**src/mrap_pkg.sv**
```systemverilog
// Shared constants and types for the multiplexed register access port
package mrap_pkg;
    localparam int        BUS_W        = 8;
    localparam int        MEM_AW       = 4;
    localparam int        MEM_DEPTH    = 16;
    localparam logic [7:0] ADDR_STATUS = 8'h00;
    localparam logic [7:0] ADDR_MASK   = 8'h01;
    localparam logic [7:0] ADDR_MEM_LO = 8'h02;
    localparam logic [7:0] ADDR_MEM_HI = 8'h0F;
    localparam logic [7:0] MASK_RST    = 8'h00;
    localparam logic [7:0] STATUS_RST  = 8'h00;
    localparam logic [7:0] MEM_RST     = 8'h00;
    localparam logic [7:0] ADDR_RST    = 8'h00;
    localparam int        SYNC_STAGES  = 2;

    typedef enum logic [1:0] {
        MRAP_IDLE,
        MRAP_READ,
        MRAP_WRITE
    } mrap_phase_t;
endpackage

```
**src/mrap_regmem.sv**
```systemverilog
// Small register memory with registered read data
`timescale 1ns/10ps
`default_nettype none
module mrap_regmem (
    input  wire logic                          sys_clk,
    input  wire logic                          rstn,
    input  wire logic                          we,
    input  wire logic [mrap_pkg::MEM_AW-1:0]   waddr,
    input  wire logic [mrap_pkg::BUS_W-1:0]    wdata,
    input  wire logic [mrap_pkg::MEM_AW-1:0]   raddr,
    output logic      [mrap_pkg::BUS_W-1:0]    rdata
);
    logic [mrap_pkg::BUS_W-1:0] mem [mrap_pkg::MEM_DEPTH];

    always_ff @(posedge sys_clk or negedge rstn) begin
        if (!rstn) begin
            for (int i = 0; i < mrap_pkg::MEM_DEPTH; i++) begin
                mem[i] <= mrap_pkg::MEM_RST;
            end
            rdata <= mrap_pkg::MEM_RST;
        end else begin
            if (we) begin
                mem[waddr] <= wdata;
            end
            rdata <= mem[raddr];
        end
    end
endmodule // mrap_regmem
`default_nettype wire

```
**src/mrap_port.sv**
```systemverilog
// Register access port on an 8-bit multiplexed address/data bus
`timescale 1ns/10ps
`default_nettype none
// Notes on behaviour
// - Address then data share one 8-bit bus.
// - Latch address on falling address strobe.
// - Drive bus only during an active read.
// - Capture write data when write/select ends.
// - Synchronise all strobes before use.
// - Interrupt stays low until status read or masked.
// - Reset clears all control state.
module mrap_port (
    input  wire logic                        sys_clk,
    input  wire logic                        rstn,
    input  wire logic                        ale,
    input  wire logic                        cs_n,
    input  wire logic                        rd_n,
    input  wire logic                        wr_n,
    input  wire logic [mrap_pkg::BUS_W-1:0]  ad_in,
    output logic      [mrap_pkg::BUS_W-1:0]  ad_out,
    output logic                             ad_oe,
    input  wire logic [mrap_pkg::BUS_W-1:0]  event_in,
    output logic                             int_n_out,
    output logic                             int_n_oe
);
    typedef struct packed {
        logic [1:0]                ale_sy;
        logic [1:0]                cs_n_sy;
        logic [1:0]                rd_n_sy;
        logic [1:0]                wr_n_sy;
        logic [1:0][7:0]           ad_sy;
        logic                      ale_d;
        logic [7:0]                addr;
        logic [7:0]                wdata;
        mrap_pkg::mrap_phase_t     phase;
        logic [7:0]                status;
        logic [7:0]                rd_snap;
        logic [7:0]                mask;
        logic [7:0]                ad_out;
        logic                      ad_oe;
        logic                      int_n_oe;
    } mrap_state_t;

    mrap_state_t st;
    mrap_state_t next_st;

    logic                          mem_we;
    logic [mrap_pkg::BUS_W-1:0]    mem_rdata;

    function automatic logic in_mem(input logic [7:0] a);
        in_mem = (a >= mrap_pkg::ADDR_MEM_LO) && (a <= mrap_pkg::ADDR_MEM_HI);
    endfunction

    function automatic logic [7:0] read_mux(input logic [7:0] a, input logic [7:0] sts,
                                            input logic [7:0] msk, input logic [7:0] mdat);
        if (a == mrap_pkg::ADDR_STATUS) begin
            read_mux = sts;
        end else if (a == mrap_pkg::ADDR_MASK) begin
            read_mux = msk;
        end else if (in_mem(a)) begin
            read_mux = mdat;
        end else begin
            read_mux = 8'h00;
        end
    endfunction

    logic ale_s;
    logic cs_act;
    logic rd_act;
    logic wr_act;
    logic [7:0] ad_s;
    assign ale_s  = st.ale_sy[1];
    assign ad_s   = st.ad_sy[1];
    assign cs_act = !st.cs_n_sy[1];
    assign rd_act = cs_act && !st.rd_n_sy[1] && st.wr_n_sy[1];
    assign wr_act = cs_act && !st.wr_n_sy[1] && st.rd_n_sy[1];

    always_comb begin
        next_st = st;
        mem_we  = 1'b0;
        // Stage one only feeds stage two
        next_st.ale_sy  = {st.ale_sy[0], ale};
        next_st.cs_n_sy = {st.cs_n_sy[0], cs_n};
        next_st.rd_n_sy = {st.rd_n_sy[0], rd_n};
        next_st.wr_n_sy = {st.wr_n_sy[0], wr_n};
        next_st.ad_sy   = {st.ad_sy[0], ad_in};
        next_st.ale_d   = ale_s;
        // Bus still holds the address on the synchronised falling edge
        if (st.ale_d && !ale_s) begin
            next_st.addr = ad_s;
        end
        unique case (st.phase)
            mrap_pkg::MRAP_IDLE: begin
                if (!ale_s && rd_act) begin
                    next_st.phase = mrap_pkg::MRAP_READ;
                    if (st.addr == mrap_pkg::ADDR_STATUS) begin
                        next_st.rd_snap = st.status;
                    end else begin
                        next_st.rd_snap = 8'h00;
                    end
                end else if (!ale_s && wr_act) begin
                    next_st.phase = mrap_pkg::MRAP_WRITE;
                    next_st.wdata = ad_s;
                end
            end
            mrap_pkg::MRAP_READ: begin
                if (!rd_act) begin
                    next_st.phase = mrap_pkg::MRAP_IDLE;
                end
            end
            mrap_pkg::MRAP_WRITE: begin
                if (wr_act) begin
                    next_st.wdata = ad_s;
                end else begin
                    // Last sample taken while strobes were still active
                    next_st.phase = mrap_pkg::MRAP_IDLE;
                    if (st.addr == mrap_pkg::ADDR_MASK) begin
                        next_st.mask = st.wdata;
                    end
                    mem_we = in_mem(st.addr);
                end
            end
        endcase
        // Reading clears only the bits the host actually saw; new events win
        if (st.phase == mrap_pkg::MRAP_READ && !rd_act) begin
            next_st.status = st.status & ~st.rd_snap;
        end
        next_st.status = next_st.status | event_in;
        // Read data refreshes each cycle so memory latency is hidden
        next_st.ad_oe  = (next_st.phase == mrap_pkg::MRAP_READ);
        next_st.ad_out = next_st.ad_oe ? read_mux(st.addr, st.status, st.mask, mem_rdata) : 8'h00;
        next_st.int_n_oe = |(next_st.status & next_st.mask);
    end

    always_ff @(posedge sys_clk or negedge rstn) begin
        if (!rstn) begin
            st.ale_sy   <= 2'b00;
            st.cs_n_sy  <= 2'b11;
            st.rd_n_sy  <= 2'b11;
            st.wr_n_sy  <= 2'b11;
            st.ad_sy    <= 16'h0000;
            st.ale_d    <= 1'b0;
            st.addr     <= mrap_pkg::ADDR_RST;
            st.wdata    <= 8'h00;
            st.phase    <= mrap_pkg::MRAP_IDLE;
            st.status   <= mrap_pkg::STATUS_RST;
            st.rd_snap  <= 8'h00;
            st.mask     <= mrap_pkg::MASK_RST;
            st.ad_out   <= 8'h00;
            st.ad_oe    <= 1'b0;
            st.int_n_oe <= 1'b0;
        end else begin
            st <= next_st;
        end
    end

    mrap_regmem u_regmem (
        .sys_clk (sys_clk),
        .rstn    (rstn),
        .we      (mem_we),
        .waddr   (st.addr[mrap_pkg::MEM_AW-1:0]),
        .wdata   (st.wdata),
        .raddr   (st.addr[mrap_pkg::MEM_AW-1:0]),
        .rdata   (mem_rdata)
    );

    assign ad_out    = st.ad_out;
    assign ad_oe     = st.ad_oe;
    assign int_n_oe  = st.int_n_oe;
    // Open drain: only ever pulls low
    assign int_n_out = 1'b0;
endmodule // mrap_port
`default_nettype wire

```
**config.mk**
```make
export PLATFORM = sky130hd
export DESIGN_NAME = mrap_port
export DESIGN_NICKNAME = d
export VERILOG_FILES = /design/src/mrap_pkg.sv /design/src/mrap_regmem.sv /design/src/mrap_port.sv
export SDC_FILE = /design/constraint.sdc
export NUM_CORES = 1
export LEC_CHECK = 0
export ABC_AREA = 1
export BUFFER_PORTS_ARGS = -buffer_cell sky130_fd_sc_hd__buf_2
export CORE_UTILIZATION = 30
export CTS_BUF_LIST = sky130_fd_sc_hd__clkbuf_8
export CTS_CLUSTER_SIZE = 30
export DETAILED_ROUTE_END_ITERATION = 16
export HOLD_SLACK_MARGIN = 0.08
export PLACE_DENSITY_LB_ADDON = 0.05
export RECOVER_POWER = 50
export SETUP_SLACK_MARGIN = 0.02
export SYNTH_ARGS = -nofsm -noshare
export SYNTH_HDL_FRONTEND = slang
export SYNTH_SLANG_ARGS = --single-unit
```
**constraint.sdc**
```tcl
create_clock -name sys_clk -period 2.5 [get_ports sys_clk]
set_input_delay 0.375 -clock sys_clk [delete_from_list [all_inputs] [get_ports sys_clk]]
set_output_delay 0.375 -clock sys_clk [all_outputs]
set_load 0.02 [all_outputs]
```
# Yosys cells after proc, flatten, opt, wreduce, memory -nomap -nowiden
# Cells that the tools add are included.
[totals]
out_inout_bits = 11
reg_bits = 213
mem_count = 0
latchBits = 0
input_bits = 22
mem_bits_rw = 0
mem_bits_ro = 0
elab_cells = 95
[op_classes]
reduce_logical = 21
shifts = 0
n_eq_ne = 7
add_sub_neg = 0
mul = 0
bitwise_logic = 5
mux = 25
div_mod_pow = 0
n_lt_le_gt_ge = 4
[ops]
columns = ["op", "n"]
rows = [
  ["$bwmux 128", 1],
  ["$mux 8", 14],
  ["$bmux 8 s4", 1],
  ["$demux 8 s4", 1],
  ["$and 8x8->8", 2],
  ["$pmux 8 s2", 1],
  ["$logic_and 1x1->1", 10],
  ["$mux 10", 1],
  ["$eq 8x1->1 const B", 1],
  ["$ge 8x2->1 const B", 1],
  ["$le 8x4->1 const B", 1],
  ["$logic_not 8->1", 1],
  ["$not 8->8", 1],
  ["$or 8x8->8", 1],
  ["$reduce_or 8->1", 1],
  ["$mux 2", 3],
  ["$ne 2x2->1 const B", 3],
  ["$pmux 2 s3", 1],
  ["$ge 5x5->1 const B", 1],
  ["$logic_not 1->1", 5],
  ["$lt 5x1->1 const B", 1],
  ["$not 4->5", 1],
  ["$eq 2x1->1 const B", 2],
  ["$reduce_and 4->1", 1],
  ["other kinds (5)", 6],
]

# Depth between registers and ports, before layout
# Gate-level depths: netlist of the first run.
[depth]
word_depth = 9
mapped_depth = 11
depth_no_buf = 10

# Cells and area by module
# Synthesis of the first run repeated with hierarchy kept, for this count alone.
[hier_totals]
hier_cells = 1171
hier_area_um2 = 9821.9
[by_module_without_submodules]
columns = ["module", "area_each_um2", "seq_area_each_um2", "cells_each", "instances"]
rows = [
  ["mrap_regmem", 6576.3, 3403.3, 849, 1],
  ["mrap_port", 3245.6, 1934.4, 322, 1],
]

# Least setup slack after synthesis of the first run
# No wires, ideal clock.
[synth_timing]
path_type = "flip-flop to flip-flop"
start = "reg st[34] in the netlist's numbering"
end = "reg u_regmem.mem[77] in the netlist's numbering"
required_time_ns = 2.370
arrival_ns = 1.805
setup_ns = 0.130
stages_incl_launch_ff = 11
path_slack_ns = 0.564
period_less_slack_ns = 1.936
n_path_buf = 1
cell_sequence = "dfrtp_1 > inv_1 > ha_1 > inv_1 > a21oi_1 > nand2_4 > nor3_2 > nand2_1 > clkbuf_1 > nand2_1 > o21ai_1"
[synth_via]
elab_chain_cells = 2
[synth_rtl]
columns = ["element", "line", "rtl"]
rows = [
  ["from (decl)", "mrap_port.sv:44", "mrap_state_t st;"],
  ["from (signal assigned)", "mrap_port.sv:153", "st <= next_st;"],
  ["$eq 2x2->1", "mrap_port.sv:92", "unique case (st.phase)"],
  ["$mux 1", "mrap_port.sv:92", ""],
  ["to (signal, indexed assignment)", "mrap_regmem.sv:18", "mem[i] <= mrap_pkg::MEM_RST;"],
  ["to (signal, indexed assignment)", "mrap_regmem.sv:23", "mem[waddr] <= wdata;"],
  ["to (decl)", "mrap_regmem.sv:13", "logic [mrap_pkg::BUS_W-1:0] mem [mrap_pkg::MEM_DEPTH];"],
]
# Every way passes these cells.
# A chain may end at the register's enable or synchronous reset.

# Worst setup path after layout of the first run
[layout_timing]
start = "reg st[34] in the netlist's numbering"
end = "reg u_regmem.mem[3] in the netlist's numbering"
# Same word-level chain as after synthesis.

==> flow_metrics.tcl, run 1 <==
set metrics [dict create \
    grt_setup_unrepaired "yes" \
    first_pass_iters 5 \
    rows 62 \
    antenna_left 0 \
    synth-async-reset-ratio_pct 100.0 \
    antenna_found_initial 0 \
    synth-compound-area-share_pct 14.52 \
    violations "capacitance limit, slew limit" \
    dieHeight_um 173.1 \
    final_area_um2 10560 \
    cts_buffers 42 \
    syn_to_final_growth_pct 20.24 \
    grt_usage_pct 17.35 \
    synth_adder_area_share_pct 0.4274 \
    cp-end-kind "flop" \
    slew_headroom_pct -14.23 \
    wl_mm 25.04 \
    start_kind "flop" \
    ctsRootBufferMaster "clkbuf_8" \
    drive_gt1_share_pct 15.51 \
    syn_nets 953 \
    worstPathArrival_ns 2.72 \
    grt_pass1_wl_mm 40.29 \
    cts_buffer_depth 3 \
    design.die.area_um2 29960 \
    setup_slack_ns 0.1700 \
    drv_slew 32 \
    final_cells 1409 \
    netlist.area_leader.share_pct 58.98 \
    routedWlPerCell_um 17.77 \
    final_util_pct 36.69 \
    yosys-top-cells-count "nand2_1, dfrtp_1, o21ai_0" \
    dp_cells 1312 \
    avgSynthCellArea_um2 9.464 \
    worstMarginPinSlew_ns 1.713 \
    yosys_warnings 0 \
    fin_crit_ns 2.330 \
    pwr_density_cell_nw_per_um2 821.9 \
    ys_types 30 \
    yosys.area_share.simple_pct 17.69 \
    netlist.top_cell.by_area "dfrtp_1" \
    clock-sinks 213 \
    gp_congestion 0.7509 \
    netlist_area_um2 8782 \
    synth_mux_area_share_pct 0.6411 \
    fin_nets 1018 \
    drcViolationCount 0 \
    htree_levels 2 \
    portBuffers 31 \
    synthCells 928 \
    dr.first_iter.drc_count 474 \
    dp.final_hpwl_mm 16.48 \
    grtUsageMet3_pct 3.034 \
    fin_worst_skew_ns 0.01136 \
    fp.dieW_um 173.1 \
    seq_area_frac_synth_pct 60.78 \
    overflow 0 \
    clk_latency_ns 0.54 \
    synth_seq_cells 213 \
    start_util_pct 30.51 \
    use_met1_pct 25.28 \
    outcome "complete, but fails checks" \
    grt-busiest-layer "met2" \
    grt_start_max_net_pins 80 \
    cp_max_fo 16 \
    pre_cts_ws_ns 0.06361 \
    tritoncts "built" \
    grtUsageMet2_pct 25.89 \
    period_share_pct 93.20 \
    p_leak_nw 5.018 \
    ios 33 \
    finalHoldViolations 0 \
    maxCapViolCount 1 \
    crit_type "reg -> reg" \
    synthXorXnorAreaFrac_pct 0 \
    hp-class "reg -> reg" \
    n_antenna_cell 0 \
    synthMostInstantiatedCell "nand2_1" \
    grt_pass1_vias 6791 \
    synth_top_family_by_area "simple AND/OR/NAND/NOR gates" \
    synth_edf_count 0 \
    setup_viol 0 \
    worst_hold_slack_ns 0.3442 \
    clk_pin_slew_worst_paths_ns 0.06 \
    vias_per_cell 4.631 \
    core_um2 28780 \
    synthTopCellsByArea "dfrtp_1, nand2_1, a22oi_1" \
    worst_ir_drop_vdd_mv 0.3993 \
    vias 6525 \
    fmax_mhz 429.2 \
    synth_top_flop_cell "dfrtp_1" \
    required_ns 2.89 \
    place_area_um2 9432 \
]
state kept, by name, indices dropped and copies added (netlist names):
| register | count |
|---|---|
| ad_oe | 1 |
| ad_out | 8 |
| ad_s | 8 |
| ale_s | 1 |
| int_n_oe | 1 |
| next_st | 12 |
| st | 46 |
| u_regmem.mem | 128 |
| u_regmem.rdata | 8 |
cell type report:
| cell class | instances | area, um^2 |
|---|---|---|
| fillers | 2936 | 18220 |
| flip-flops and latches | 213 | 5338 |
| multi-input cells | 588 | 2948 |
| inverters | 61 | 229.0 |
| clock buffers | 58 | 798.3 |
| repair buffers | 87 | 660.6 |
| well taps | 384 | 480.5 |
| clock inverters | 18 | 106.4 |
metrics by stage:
stage | total power, mW | TNS [ns]
after floorplan | 4.426 | 0
after global placement | 5.074 | 0
after detailed placement | 5.067 | 0
after CTS | 8.849 | 0
after global routing | 9.167 | -0.07945
final | 8.680 | 0
power by group:
part           switching (mW)  internal [mW]  leakage, nW
Sequential              0.141           3.63         2.84
Combinational           0.920          0.304         1.67
Clock                    1.52           2.16        0.507
cell usage in the layout (no fill, tap or decap), types with 4 or more instances in the layout:
| cell | count |
|---|---|
| and2_1 | 8 |
| nor3_2 | 5 |
| nor2_1 | 24 |
| nand3_1 | 37 |
| o21ai_0 | 72 |
| clkbuf_8 | 58 |
| a21oi_1 | 12 |
| buf_4 | 31 |
| mux2_2 | 5 |
| o221ai_1 | 8 |
| o21ai_1 | 32 |
| dlygate4sd3_1 | 21 |
| o21a_1 | 25 |
| a22oi_1 | 56 |
| clkinv_2 | 7 |
| dfrtp_1 | 207 |
| dfstp_2 | 6 |
| inv_1 | 68 |
| nand3b_1 | 8 |
| nand2_1 | 277 |
| nand2_2 | 4 |
| buf_2 | 30 |
path summary, 6_finish.rpt:
kind / from / endpoint / slack (ns) / cells after the start
max: st[34] / u_regmem.mem[3] / 0.17 / 9
min: next_st[65] / ad_s[4] / 0.34 / 0
max reg2reg: st[34] / u_regmem.mem[3] / 0.17 / 9
min reg2reg: next_st[65] / ad_s[4] / 0.34 / 0
max in group asynchronous: rstn / u_regmem.mem[117] / 0.34 / 3
min in group asynchronous: rstn / st[14] / 0.93 / 2
routing by layer:
layer / part of all wire, % / up-vias
li1: - / 3188
met1: 51 / 3183
met2: 43 / 110
met3: 3.3 / 44
met4: 2.4 / 0
met5: 0 / -
cell families after synthesis:
group | Yosys count
compound gates | 206
mux | 5
other cells | 1
buf+inv | 127
fa+ha+maj | 3
flops | 213
simple gates | 373
critical path: stages, from the launching register on:
cell and delay [ns]:
dfrtp_1 0.41, inv_1 0.09, ha_1 0.18, inv_1 0.07
a21oi_1 0.26, nand2_4 0.17, nor2_1 0.29, nand2_1 0.43
nand2_1 0.18, o21ai_0 0.09
timing repair:
| item | in CTS | in global routing |
|---|---|---|
| setup endpoints to repair | 0 | 40 |
| setup buffers | 0 | 0 |
| resized for setup | 0 | 5 |
| hold buffers | 21 | 0 |
| endpoints found under the hold margin | 107 | 0 |
Power figures use the tool's default switching activity.
==> run 2: changes to the inputs <==
--- a/config.mk
+++ b/config.mk
@@ -7,6 +7,7 @@
 export LEC_CHECK = 0
 export ABC_AREA = 1
 export BUFFER_PORTS_ARGS = -buffer_cell sky130_fd_sc_hd__buf_2
+export CORE_ASPECT_RATIO = 1.2
 export CORE_UTILIZATION = 30
 export CTS_BUF_LIST = sky130_fd_sc_hd__clkbuf_8
 export CTS_CLUSTER_SIZE = 30
==> run 2 against run 1 <==
Against the previous run: the run still ends with capacitance limit, slew limit left; hold slack better by 0.0019 ns; clock skew up 0.0075 ns; global-route usage up 0.40 points; routed wire length down 1.3%; via count down 2.3%; final cell count down 1.1%; clock power down 15%; sequential share of layout area up 1.3 points; first-iteration DRC count down 23%; utilization down 0.89 points; clock-buffer cell count down 11; critical path type unchanged.
==> flow_metrics.tcl, run 2 (synthesized netlist as in run 1, its figures left out) <==
set metrics [dict create \
    vias 6378 \
    grt_pass1_wl_mm 39.89 \
    place_area_um2 9400 \
    worst_ir_drop_vdd_mv 0.2769 \
    dp_cells 1307 \
    design.die.area_um2 29970 \
    intPower_mw 5.609 \
    hp-class "reg -> reg" \
    violations "capacitance limit, slew limit" \
    clock-sinks 213 \
    rows 68 \
    gp_congestion 0.7362 \
    crit_type "reg -> reg" \
    clk_latency_ns 0.55 \
    final_cell_mix "nand2_1, dfrtp_1, inv_1" \
    crit_chain "inv_1, ha_1, inv_1, a21oi_1, nand2_4, nor3_2, nand2_1, nand2_1, o21ai_1" \
    critPathSlowestCell "nand2_1" \
    drcViolationCount 0 \
    fillers 3061 \
    fmax_mhz 404.8 \
    fin_crit_ns 2.471 \
    drive_gt1_share_pct 13.08 \
    antenna_found_initial 0 \
    fp.dieW_um 158.2 \
    largest_reg_flops 128 \
    fin_worst_skew_ns 0.01889 \
    setup_viol 0 \
    p_clk_share_pct 38.5 \
    multiInputGateArea_um2 2934 \
    fin_nets 1009 \
    ios 33 \
    antenna_left 0 \
    period_share_pct 98.83 \
    final_area_um2 10300 \
    dieHeight_um 189.4 \
    dp.final_hpwl_mm 16.22 \
    worstMarginPinSlew_ns 1.804 \
    max_stage_delay_ns 0.50 \
    slew_headroom_pct -20.25 \
    final_util_pct 35.80 \
    first_pass_iters 4 \
    drv_slew 67 \
    core_um2 28760 \
    comb_power_share_pct 14.7 \
    cp-end-kind "flop" \
    layout_commonest_cell "nand2_1" \
    grt_start_max_net_pins 67 \
    clk_pin_slew_worst_paths_ns 0.06 \
    routedWlPerCell_um 17.73 \
    n_antenna_cell 0 \
    post_cts_buffers 0 \
    sw_frac_of_total_pct 30.70 \
    power_frac_seq_pct 46.8 \
    cts_buffers 39 \
    p_switching_mw 2.484 \
    outcome "complete, but fails checks" \
    portBuffers 31 \
    rrSetupSlack_ns 0.03 \
    finalHoldViolations 0 \
    tritoncts "built" \
    required_ns 2.91 \
    regMostFlops "u_regmem.mem" \
    cts_buffer_depth 3 \
    p_leak_nw 4.901 \
    overflow 0 \
    htree_levels 2 \
    worstPathArrival_ns 2.88 \
    final_cells 1394 \
    wl_mm 24.72 \
    start_kind "flop" \
    syn_to_final_growth_pct 17.24 \
    ctsRootBufferMaster "clkbuf_8" \
    maxCapViolCount 1 \
    grt_setup_unrepaired "yes" \
    vias_per_cell 4.575 \
    cp_max_fo 16 \
    dr.first_iter.drc_count 364 \
    grt_usage_pct 17.75 \
    pwr_density_cell_nw_per_um2 786.1 \
    fin_total_pwr_mw 8.094 \
    start_util_pct 30.54 \
    grt_pass1_vias 6783 \
    regArea_um2 5338 \
]
## run 2: changes by cell type in the layout (fill, tap and decap cells not counted), moves of 2 or more
cell and change:
inv_1 +9, buf_12 -2, nand2_1 +3, clkinv_2 -6
buf_4 -5, clkbuf_4 -2, clkbuf_8 -11, nand2_2 -3
buf_6 +3
## run 2: area by class of cell
type	instances	area share (%)
Timing Repair Buffer	81	5.772
Clock inverter	19	0.7048
Multi-Input combinational cell	588	28.50
Sequential cell	213	51.84
Tap cell	385	4.679
Inverter	61	2.224
Clock buffer	47	6.283
## run 2: per-stage QoR
stage / setup WS (ns) / hold WS (ns) / setup TNS (ns)
finish: 0.02936 / 0.3462 / 0
CTS: -0.0007960 / 0.3477 / -0.0007960
global route: -0.1274 / 0.3541 / -4.669
floorplan: 0.5643 / 0.07941 / 0
global placement: 0.1088 / 0.3348 / 0
detailed placement: 0.01834 / 0.3347 / 0
## run 2: path summary, 6_finish.rpt
path | cells after the start | from | to
max | 9 | st[34] | u_regmem.mem[77]
min | 0 | next_st[64] | ad_s[3]
max reg2reg | 9 | st[34] | u_regmem.mem[77]
min reg2reg | 0 | next_st[64] | ad_s[3]
max in group asynchronous | 3 | rstn | u_regmem.mem[78]
min in group asynchronous | 2 | rstn | next_st[76]
## run 2: power groups by stage
| stage | Sequential, mW | Clock (mW) | Combinational [mW] |
|---|---|---|---|
| 6_report | 3.79 | 3.11 | 1.19 |
| 5_1_grt | 3.81 | 3.40 | 1.34 |
| 4_1_cts | 3.79 | 3.26 | 1.25 |
| 3_5_place_dp | 3.84 | 0 | 1.23 |
| 3_3_place_gp | 3.85 | 0 | 1.23 |
| 2_1_floorplan | 3.81 | 0 | 0.619 |
## run 2: routing by layer
metal  vias up  global-route usage, %  wire [um]
met4         0                  6.287        633
met1      3073                  22.37      11080
met5         -                      0          0
met2        95                  30.16      12190
met3        45                  3.182        810
li1       3165                      -          -
## run 2: critical path: cells and delay by family, from the launching register on
family	cells	cell delay, ns
adder cells (fa/ha/maj)	1	0.19
flip-flops	1	0.42
AND/OR/NAND/NOR	4	1.19
AO/OA/AOI/OAI	2	0.34
buffers and inverters	2	0.17
## run 2: repair_timing
action	4_1_cts	5_1_grt
hold buffers	21	0
endpoints found under the hold margin	83	0
endpoints found under the setup margin	9	62
gates resized for setup	0	1
cloned	0	0
